### src/bie_pkg.sv
package bie_pkg;

  // ----------------------------------------------------------------------
  // Widths of the instruction path.
  // ----------------------------------------------------------------------
  localparam int WORD_W  = 14;
  localparam int PC_W    = 13;
  localparam int DATA_W  = 8;
  localparam int FADDR_W = 7;
  localparam int IMM_W   = 11;
  localparam int PAGE_W  = 8;

  // ----------------------------------------------------------------------
  // Field positions inside a program word.
  // ----------------------------------------------------------------------
  localparam int JUMP_OP_MSB   = 13;
  localparam int JUMP_OP_LSB   = 11;
  localparam int ALU_OP_MSB    = 13;
  localparam int ALU_OP_LSB    = 8;
  localparam int DIR_BIT       = 7;
  localparam int FADDR_MSB     = 6;
  localparam int IMM_MSB       = 10;
  localparam int PAGE_LATCH_HI = 4;
  localparam int PAGE_LATCH_LO = 3;

  // ----------------------------------------------------------------------
  // Opcode patterns.
  // ----------------------------------------------------------------------
  localparam logic [2:0] OP_JUMP_ABSOLUTE          = 3'h5;
  localparam logic [5:0] OP_INCREMENT_SKIP_IF_ZERO = 6'h0f;
  localparam logic [5:0] OP_INCREMENT_REGISTER     = 6'h0a;

  // The word loaded in place of a discarded instruction.
  localparam logic [WORD_W-1:0] IDLE_OPERATION_WORD = 14'h0000;

  // ----------------------------------------------------------------------
  // Reset values and steps.
  // ----------------------------------------------------------------------
  localparam logic [PC_W-1:0]    PC_RESET    = 13'h0000;
  localparam logic [PC_W-1:0]    PC_STEP     = 13'h0001;
  localparam logic [DATA_W-1:0]  ACCUM_RESET = 8'h00;
  localparam logic               ZERO_RESET  = 1'b0;
  localparam logic [FADDR_W-1:0] FADDR_RESET = 7'h00;

  // ----------------------------------------------------------------------
  // Types.
  // ----------------------------------------------------------------------
  typedef enum logic {CYCLE_EXECUTE, CYCLE_FLUSH} cycle_state_t;

  typedef struct packed {
    logic               jump;
    logic               incSkip;
    logic               incPlain;
    logic               toFile;
    logic [IMM_W-1:0]   target;
    logic [FADDR_W-1:0] fileAddr;
  } decoded_t;

  typedef struct packed {
    logic               en;
    logic [FADDR_W-1:0] addr;
    logic [DATA_W-1:0]  data;
  } file_write_t;

endpackage : bie_pkg

### src/increment_unit.sv
`timescale 1ns/1ps

module increment_unit #(
  parameter int WIDTH = 8
) (
  input  wire logic [WIDTH-1:0] operand,
  output logic      [WIDTH-1:0] result,
  output logic                  isZero
);

  // ----------------------------------------------------------------------
  // Add one and report a zero result.
  // ----------------------------------------------------------------------

  // The sum is cut back to the operand width, so all ones wraps to zero.
  always_comb begin
    result = WIDTH'(operand + WIDTH'(1));
    isZero = (result == '0);
  end

endmodule : increment_unit

### src/branch_and_increment_exec.sv
// How it works
// RULE1: A word whose top three bits are 101 is an absolute jump to its low eleven bits, no flag.
// RULE2: The jump puts its eleven-bit immediate into program counter bits 10 to 0.
// RULE3: The jump fills program counter bits 12 and 11 from page latch bits 4 and 3.
// RULE4: The jump is one word and spends two cycles, its own and one discarded fetch.
// RULE5: Pattern 00 1111 d fffffff is increment-skip, adding one and leaving all flags alone.
// RULE6: Pattern 00 1010 d fffffff is a plain increment, adding one and updating the zero flag.
// RULE7: With the direction bit at 0 the sum goes to the accumulator and the register stays.
// RULE8: With the direction bit at 1 the sum is written back into the addressed register.
// RULE9: A zero result of increment-skip discards the already fetched next instruction.
// RULE10: Increment-skip takes one cycle, or two with an idle operation when it skips.
// RULE11: Increments wrap modulo 256 and the plain increment sets zero only on a zero sum.
// RULE12: In the second jump cycle the sequential prefetch is dropped and the target is fetched.
`timescale 1ns/1ps

module branch_and_increment_exec (
  input  wire logic                         sys_clk,
  input  wire logic                         reset_n,
  input  wire logic [bie_pkg::WORD_W-1:0]   fetchWord,
  input  wire logic [bie_pkg::PAGE_W-1:0]   upperPageLatch,
  input  wire logic [bie_pkg::DATA_W-1:0]   fileReadData,
  output logic      [bie_pkg::PC_W-1:0]     fetchAddr,
  output logic      [bie_pkg::FADDR_W-1:0]  fileReadAddr,
  output bie_pkg::file_write_t              fileWrite,
  output logic      [bie_pkg::DATA_W-1:0]   accum,
  output logic                              zeroFlag,
  output logic                              zeroUpdate,
  output logic                              discarding
);

  // ----------------------------------------------------------------------
  // Internal state.
  // ----------------------------------------------------------------------
  logic [bie_pkg::WORD_W-1:0] instrReg;
  bie_pkg::cycle_state_t      cycleState;
  bie_pkg::cycle_state_t      next_cycleState;
  bie_pkg::decoded_t          decoded;
  logic [bie_pkg::PC_W-1:0]   jumpTarget;
  logic [bie_pkg::PC_W-1:0]   next_pc;
  logic [bie_pkg::DATA_W-1:0] operand;
  logic [bie_pkg::DATA_W-1:0] sum;
  logic                       sumIsZero;
  logic                       incAny;
  logic                       skipTaken;
  logic                       squash;

  // ----------------------------------------------------------------------
  // Decode.
  // ----------------------------------------------------------------------

  // Split the executing word into its opcode classes and operand fields.
  always_comb begin
    decoded.jump     = (instrReg[bie_pkg::JUMP_OP_MSB:bie_pkg::JUMP_OP_LSB]
                        == bie_pkg::OP_JUMP_ABSOLUTE);                              // [RULE1]
    decoded.incSkip  = (instrReg[bie_pkg::ALU_OP_MSB:bie_pkg::ALU_OP_LSB]
                        == bie_pkg::OP_INCREMENT_SKIP_IF_ZERO);                     // [RULE5]
    decoded.incPlain = (instrReg[bie_pkg::ALU_OP_MSB:bie_pkg::ALU_OP_LSB]
                        == bie_pkg::OP_INCREMENT_REGISTER);                         // [RULE6]
    decoded.toFile   = instrReg[bie_pkg::DIR_BIT];
    decoded.target   = instrReg[bie_pkg::IMM_MSB:0];
    decoded.fileAddr = instrReg[bie_pkg::FADDR_MSB:0];
  end

  // The jump target joins two page latch bits above the immediate.
  assign jumpTarget = {upperPageLatch[bie_pkg::PAGE_LATCH_HI:bie_pkg::PAGE_LATCH_LO],
                       decoded.target};                                              // [RULE2] [RULE3]

  // ----------------------------------------------------------------------
  // Operand forwarding and the incrementer.
  // ----------------------------------------------------------------------

  // A write still on its way to the register file is newer than its read data.
  always_comb begin
    if (fileWrite.en && (fileWrite.addr == decoded.fileAddr)) begin
      operand = fileWrite.data;
    end else begin
      operand = fileReadData;
    end
  end

  // One shared adder serves both increment instructions.
  increment_unit #(
    .WIDTH (bie_pkg::DATA_W)
  ) u_increment (
    .operand (operand),
    .result  (sum),
    .isZero  (sumIsZero)
  );                                                                                 // [RULE11]

  assign incAny    = decoded.incSkip || decoded.incPlain;
  assign skipTaken = decoded.incSkip && sumIsZero;                                   // [RULE9]

  // A jump or a taken skip throws away the word now being fetched.
  assign squash    = decoded.jump || skipTaken;                                      // [RULE4] [RULE10]

  // ----------------------------------------------------------------------
  // Cycle sequencing.
  // ----------------------------------------------------------------------

  // The flush state marks the idle cycle that follows a jump or a taken skip.
  always_comb begin
    next_cycleState = bie_pkg::CYCLE_EXECUTE;
    unique case (cycleState)
      bie_pkg::CYCLE_EXECUTE: begin
        if (squash) begin
          next_cycleState = bie_pkg::CYCLE_FLUSH;                                    // [RULE4] [RULE10]
        end
      end
      bie_pkg::CYCLE_FLUSH: begin
        next_cycleState = bie_pkg::CYCLE_EXECUTE;
      end
    endcase
  end

  // Hold the sequencing state.
  always_ff @(posedge sys_clk or negedge reset_n) begin
    if (!reset_n) begin
      cycleState <= bie_pkg::CYCLE_EXECUTE;
    end else begin
      cycleState <= next_cycleState;
    end
  end

  // Show the discarded cycle at a port.
  always_ff @(posedge sys_clk or negedge reset_n) begin
    if (!reset_n) begin
      discarding <= 1'b0;
    end else begin
      discarding <= squash;                                                          // [RULE9]
    end
  end

  // ----------------------------------------------------------------------
  // Program counter and fetch.
  // ----------------------------------------------------------------------

  // A jump redirects the fetch, everything else steps sequentially.
  always_comb begin
    if (decoded.jump) begin
      next_pc = jumpTarget;                                                          // [RULE2] [RULE3]
    end else begin
      next_pc = bie_pkg::PC_W'(fetchAddr + bie_pkg::PC_STEP);
    end
  end

  // The program counter is the fetch address itself.
  always_ff @(posedge sys_clk or negedge reset_n) begin
    if (!reset_n) begin
      fetchAddr <= bie_pkg::PC_RESET;
    end else begin
      fetchAddr <= next_pc;                                                          // [RULE12]
    end
  end

  // Latch the fetched word, or an idle operation in place of a discarded one.
  always_ff @(posedge sys_clk or negedge reset_n) begin
    if (!reset_n) begin
      instrReg <= bie_pkg::IDLE_OPERATION_WORD;
    end else if (squash) begin
      instrReg <= bie_pkg::IDLE_OPERATION_WORD;                                      // [RULE9] [RULE12]
    end else begin
      instrReg <= fetchWord;
    end
  end

  // Present the register address one cycle ahead so its data is ready at execute.
  always_ff @(posedge sys_clk or negedge reset_n) begin
    if (!reset_n) begin
      fileReadAddr <= bie_pkg::FADDR_RESET;
    end else if (squash) begin
      fileReadAddr <= bie_pkg::FADDR_RESET;
    end else begin
      fileReadAddr <= fetchWord[bie_pkg::FADDR_MSB:0];
    end
  end

  // ----------------------------------------------------------------------
  // Result destinations.
  // ----------------------------------------------------------------------

  // With the direction bit clear the sum lands in the accumulator.
  always_ff @(posedge sys_clk or negedge reset_n) begin
    if (!reset_n) begin
      accum <= bie_pkg::ACCUM_RESET;
    end else if (incAny && !decoded.toFile) begin
      accum <= sum;                                                                  // [RULE7]
    end
  end

  // With the direction bit set the sum goes back to the addressed register.
  always_ff @(posedge sys_clk or negedge reset_n) begin
    if (!reset_n) begin
      fileWrite <= '0;
    end else begin
      fileWrite.en   <= incAny && decoded.toFile;                                    // [RULE7] [RULE8]
      fileWrite.addr <= decoded.fileAddr;
      fileWrite.data <= sum;                                                         // [RULE8]
    end
  end

  // ----------------------------------------------------------------------
  // Zero flag.
  // ----------------------------------------------------------------------

  // Only the plain increment touches the flag; jump and skip leave it alone.
  always_ff @(posedge sys_clk or negedge reset_n) begin
    if (!reset_n) begin
      zeroFlag <= bie_pkg::ZERO_RESET;
    end else if (decoded.incPlain) begin
      zeroFlag <= sumIsZero;                                                         // [RULE6] [RULE11]
    end
  end

  // Pulse for one cycle whenever the flag has been rewritten.
  always_ff @(posedge sys_clk or negedge reset_n) begin
    if (!reset_n) begin
      zeroUpdate <= 1'b0;
    end else begin
      zeroUpdate <= decoded.incPlain;                                                // [RULE1] [RULE5]
    end
  end

endmodule : branch_and_increment_exec

### config.mk
export PLATFORM = sky130hd
export DESIGN_NAME = branch_and_increment_exec
export DESIGN_NICKNAME = d
export VERILOG_FILES = /design/src/bie_pkg.sv /design/src/increment_unit.sv /design/src/branch_and_increment_exec.sv
export SDC_FILE = /design/constraint.sdc
export NUM_CORES = 1
export LEC_CHECK = 0
export BUFFER_PORTS_ARGS = -buffer_cell sky130_fd_sc_hd__buf_4
export CAP_MARGIN = 40
export CORE_ASPECT_RATIO = 2
export CORE_MARGIN = 4
export CORE_UTILIZATION = 40
export DETAILED_ROUTE_END_ITERATION = 8
export PLACE_DENSITY = 0.73
export SLEW_MARGIN = 20
export SYNTH_ARGS = -nofsm -noshare
export SYNTH_HDL_FRONTEND = slang
export SYNTH_HIERARCHICAL = 1
export SYNTH_SLANG_ARGS = --single-unit
### constraint.sdc
create_clock -name sys_clk -period 4.3 [get_ports sys_clk]
set_input_delay 0.86 -clock sys_clk [delete_from_list [all_inputs] [get_ports sys_clk]]
set_output_delay 0.86 -clock sys_clk [all_outputs]
set_load 0.05 [all_outputs]
==> metrics.cfg, run 1 <==
[outcome]
status = finished, final reports clean

[timing]
finClkSkew_ns = 0.00690
tns_ns = 0
fin_crit_sh_pct = 83.6
setup_viol = 0
rsz0062_at_grt = no
hold_viol = 0
clock.fmax_mhz = 278
slew_violations = 0
layout_min_cycle_time_ns = 3.60
whs_ns = 0.440
worstMarginPinSlew_ns = 0.762
relSlewSlack_pct = 49.1

[global_route]
grt_remaining_overflow = 0
grt_max_degree = 55
grt_pass1_wl_um = 7910
antenna_found_initial = 0
grt_usage_pct = 15.3
first_global_vias = 1638

[clock_tree]
cts_buffers = 5
cts_buffer_depth = 2
worstSkewPairLatency_ns = 0.29
cts_tree = built
clock_sinks = 54
ctsHtreeMaxLevel = 2
cts_resized = 0
holdBufCountCts = 0
cts-root-buf = clkbuf_16
cts.clk_slew.worst_paths_ns = 0.07
postCtsSetupBuffers = 0

[power_and_ir_drop]
ir_drop_v = 0.000431
power.leakage_uw = 0.00139
power_density_mw_per_mm2 = 600

[yosys]
ys_warn_count = 6
synth-seq-cells = 54
synthFlopType = dfrtp_1
synth-seq-area-share_pct = 57.9
yosys-top-cells-count = 54 x dfrtp_1, 19 x xnor2_1, 18 x mux2_2
netlist.area_leader.share_pct = 57.9
synth_edf_count = 0
synthTopCellsByArea = dfrtp_1 58%, mux2_2 8.7%, xnor2_1 7.1%
syn_area_per_cell_um2 = 12.2
ys_types = 28
async_flop_share_pct = 100
syn-num-nets = 226
synth_largest_area_cell = dfrtp_1
synthCells = 191
synthMostInstantiatedCell = dfrtp_1
netlist_area_mm2 = 0.00233

[layout]
finalInstanceArea_mm2 = 0.00304
final_nets = 296
fill_cells = 509
layoutNonFillerInstCount = 323
num_antenna_cells = 0
syn_to_final_growth_pct = 30.2
register_area_mm2 = 0.00135
multiInputGateArea_um2 = 907
layout-drive-gt1-share_pct = 40.8

[detailed_routing]
postRouteWirelength_um = 4950
wl_met3_um = 287
firstDrtPassIters = 4
detail-route-antenna-nets = 0
vias_per_cell = 4.89
drc = 0
highest_layer = met4
met2_wirelength_um = 2860
routedWlPerCell_um = 15.3
wl_met1_um = 1690
drt-initial-drc-count = 33
vias = 1579

[floorplan]
core_mm2 = 0.00571
rows = 39
die_area_mm2 = 0.00720
ios = 79
dieWidth_um = 62.0
die_h_um = 116
initial_core_util_pct = 40.9

[place]
gp_congestion = 0.801
place_inst = 315
dp_hpwl_um = 3900
placed_area_mm2 = 0.00289
port_buffers = 72

[critical_path]
crit_type = reg2reg
worstPathBufferInverterCount = 1
path_max_fanout = 15
worstPathRequired_ns = 4.47
cp.arrival_ns = 3.77
crit_path_top_delay_cell = or4_1
start_kind = register
timing.critical_path.to_type = register
cpPeakStageDelay_ns = 0.57
cpLargestDelayFamily = simple AND/OR/NAND/NOR gates
crit_chain = xnor2_1, nand4_1, nor2_2, mux2_2, ha_1, nand3_2, xnor2_1, or4_1, nor4_2, a41oi_1, nor2b_1, buf_4, nor2b_1

[run]
max-cap-violations = 0

[hold_path]
worst_hold_path_type = reg2reg

-- sequential cells by signal (all words and copies together), names as in the netlist --
register,count
fetchAddr,13
accum,8
fileWrite,16
instrReg,8
discarding,1
fileReadAddr,6
zeroUpdate,1
zeroFlag,1
-- power by group --
group          total (uW)  internal, uW  switching [uW]
logic                 730           246             485
registers             707           605             102
clock network         388           216             173
-- cell type report --
cell class | count | share of cell area [%]
clock inverter | 3 | 0.700
timing repair buffer | 73 | 18.0
clock buffer | 5 | 4.12
sequential | 54 | 44.4
inverter | 3 | 0.370
multi-input combinational | 124 | 29.8
tap | 61 | 2.51
-- worst reg2reg max path: cells and delay by family, from the launching register on --
kind	cells	cell delay (ns)
adder cells (fa/ha/maj)	1	0.27
flip-flops	1	0.40
XOR/XNOR	2	0.30
AND/OR/NAND/NOR	7	1.69
AO/OA/AOI/OAI	1	0.16
multiplexers	1	0.45
buffers and inverters	1	0.21
-- metal layers --
layer	GRT usage, %	up-vias
li1	-	769
met1	17.2	753
met2	26.5	50
met3	3.12	7
met4	7.08	0
met5	0	-
-- path summary, 6_finish.rpt --
check	from	endpoint	slack [ns]	cells past startpoint
min	instrReg[6]$_DFF_PN0_	fileWrite[14]$_DFF_PN0_	0.44	0
max in group asynchronous	reset_n	fileWrite[11]$_DFF_PN0_	3.26	1
min in group asynchronous	reset_n	accum[6]$_DFFE_PN0P_	0.60	1
min reg2reg	instrReg[6]$_DFF_PN0_	fileWrite[14]$_DFF_PN0_	0.44	0
max	fileWrite[14]$_DFF_PN0_	instrReg[7]$_DFF_PN0_	0.70	13
max reg2reg	fileWrite[14]$_DFF_PN0_	instrReg[7]$_DFF_PN0_	0.70	13
-- cells by family (layout without fill, tap and decap cells) --
kind of cell	after synthesis	in the layout	synth area share, %
simple gates	65	65	16.2
flops	54	54	57.9
xor+xnor	25	25	9.38
mux	18	18	8.68
compound gates	13	13	2.95
buf+inv	13	84	3.27
fa+ha+maj	3	3	1.61
-- placed cells by master, fill, tap and decap left out, types with 3 or more instances in the layout --
master	instances
a21oi_1	12
nor2b_1	15
nor2_1	15
mux2_2	18
nor3_1	6
inv_1	3
nand3_1	6
ha_1	3
nand2_1	8
dfrtp_1	54
buf_4	73
clkbuf_16	5
xnor2_1	19
xor2_1	6
-- per-stage QoR --
stage                     setup slack (ns)  util, %  total power [uW]
final                                0.704     53.3              1830
after global routing                 0.372     53.3              1920
after CTS                            0.631     53.3              1850
after detailed placement             0.643     50.7              1450
after global placement               0.688     50.7              1440
after floorplan                      0.807        -              1220
(Power assumes the default switching activity.)
==> inputs of run 2 (changes only) <==
- PLACE_DENSITY: 0.73 -> 0.75
- clock period: 4.3 -> 2.9 ns (I/O delays scaled with it)
==> run 2 against run 1 <==
The flow now finishes with violations (negative setup slack). Critical path depth did not move. Non-clock buffer count rose by 29. Die area did not move. Combinational power rose by 56%. Via count rose by 8.9%. Largest cell class unchanged. Clock skew fell by 0.0022 ns. Wire length rose by 8.9%. Cell area rose by 12%. Sequential cell count did not move. First-iteration DRC count rose by 61%. Worst setup slack got worse by 0.94 ns. Maximum frequency rose by 15%.
==> metrics.cfg, run 2 (synthesis gave the netlist of run 1 again) <==
[timing]
finClkSkew_ns = 0.00470
setup_viol = 15
slew_violations = 0
fin_ws_ns = -0.238
relSlewSlack_pct = 49.5
hold_viol = 0
clock.fmax_mhz = 319
rsz0062_at_grt = yes
fin_crit_sh_pct = 108
layout_min_cycle_time_ns = 3.14
worstMarginPinSlew_ns = 0.756

[floorplan]
dieWidth_um = 62.0
initial_core_util_pct = 40.9
die_area_mm2 = 0.00720
core_mm2 = 0.00571
die_h_um = 116
ios = 79
rows = 39

[critical_path]
cp.arrival_ns = 3.33
timing.rr.start = fileWrite[11]$_DFF_PN0_
reg2reg_slack_ns = -0.24
ff2ff_path_depth = 13
cpMostUsedCell = xnor2_2
start_kind = register
crit_type = reg2reg
cpLargestDelayFamily = simple AND/OR/NAND/NOR gates
rr_endpoint = fileReadAddr[0]$_DFF_PN0_
cpPeakStageDelay_ns = 0.55
path_max_fanout = 15
crit_chain = xnor2_2, nand4_1, nor2_4, mux2_4, ha_4, nand3_4, xnor2_2, or4_4, nor4_4, a41oi_2, nor2b_2, buf_12, nor2b_1
worstPathBufferInverterCount = 1
timing.critical_path.to_type = register
worstPathRequired_ns = 3.09
crit_path_top_delay_cell = or4_4

[clock_tree]
cts_tree = built
ctsHtreeMaxLevel = 2
cts.clk_slew.worst_paths_ns = 0.07
clock_sinks = 54
cts-root-buf = clkbuf_16
worstSkewPairLatency_ns = 0.29
cts_buffers = 5
cts_buffer_depth = 2

[outcome]
status = finished, violations left
failed_checks = negative setup slack

[power_and_ir_drop]
ir_drop_v = 0.000915
pwr-share-clk_pct = 24.0
internal_power_uw = 1730
p_sw_share_pct = 39.9
p_total_uw = 2880
power_switching_uw = 1150
power_density_mw_per_mm2 = 847
p_comb_share_pct = 39.5
pwr-share-seq_pct = 36.5
power.leakage_uw = 0.00158

[layout]
final_common_cell = buf_4
syn_to_final_growth_pct = 45.8
finalInstanceArea_mm2 = 0.00340
top_register = fileWrite
layoutNonFillerInstCount = 352
largestRegisters = fileWrite: 16 flops, fetchAddr: 13 flops
layout_common_cells = 100 x buf_4, 46 x dfrtp_1, 16 x mux2_2, 15 x nor2_1
num_antenna_cells = 0
largest_reg_flops = 16
layout-drive-gt1-share_pct = 52.2
final_nets = 325

[detailed_routing]
drt-initial-drc-count = 53
vias = 1719
vias_per_cell = 4.88
firstDrtPassIters = 4
postRouteWirelength_um = 5390
drc = 0
detail-route-antenna-nets = 0
routedWlPerCell_um = 15.3

[place]
port_buffers = 72
placed_area_mm2 = 0.00315
dp_hpwl_um = 4190
gp_congestion = 0.771
pre_cts_ws_ns = -0.350
place_inst = 343

[global_route]
grt_remaining_overflow = 0
grt_pass1_wl_um = 8800
grt_usage_pct = 17.1
antenna_found_initial = 0
first_global_vias = 1846
grt_max_degree = 55

[hold_path]
worst_hold_path_type = in2async

[run]
max-cap-violations = 0

run 2: final cells by class:
class,instances,area (um^2)
fillers,448,2310
flip-flops and latches,54,1360
multi-input cells,124,1000
repair buffers,102,782
clock buffers,7,143
well taps,61,76.3
clock inverters,1,30.0
inverters,3,11.3
run 2: power by group through the flow:
stage | registers [uW] | clock network (uW) | logic, uW
global route | 1080 | 745 | 1210
global placement | 1050 | 0 | 1130
floorplan | 1500 | 0 | 313
finish | 1050 | 692 | 1140
detailed placement | 1060 | 0 | 1140
CTS | 1050 | 717 | 1150
run 2: repair_timing:
item                       CTS  global route
buffers inserted             0             1
setup endpoints to repair   15            15
hold buffers                 0             0
pin swaps                    2             0
hold endpoints to repair     0             0
gates resized for setup      8             2
run 2: stage by stage:
stage / utilization, % / TNS, ns / hold WS, ns
after global routing: 59.6 / -5.82 / 0.377
after detailed placement: 55.2 / -5.08 / 0.497
after CTS: 59.2 / -3.61 / 0.346
after floorplan: - / -2.14 / 0.284
final: 59.6 / -3.43 / 0.324
after global placement: 55.2 / -4.47 / 0.492
run 2: worst max-delay path by stage:
stage,start,end,slack (ns),cells past startpoint
2_1_floorplan,fileWrite[13]$_DFF_PN0_,fileReadAddr[0]$_DFF_PN0_,-0.19,13
3_3_place_gp,fileWrite[14]$_DFF_PN0_,fileReadAddr[3]$_DFF_PN0_,-0.31,12
3_5_place_dp,fileWrite[9]$_DFF_PN0_,fileReadAddr[0]$_DFF_PN0_,-0.35,12
4_1_cts,fileWrite[11]$_DFF_PN0_,fileReadAddr[0]$_DFF_PN0_,-0.25,13
5_1_grt,fileWrite[11]$_DFF_PN0_,instrReg[10]$_DFF_PN0_,-0.40,13
6_report,fileWrite[11]$_DFF_PN0_,fileReadAddr[0]$_DFF_PN0_,-0.24,13
run 2: layer usage:
layer  up-vias  share of wire, %  track usage, %
li1        832                 -               -
met1       824                32            17.3
met2        54                59            31.0
met3         9               5.6            3.90
met4         0               2.9            8.50
met5         -                 0               0
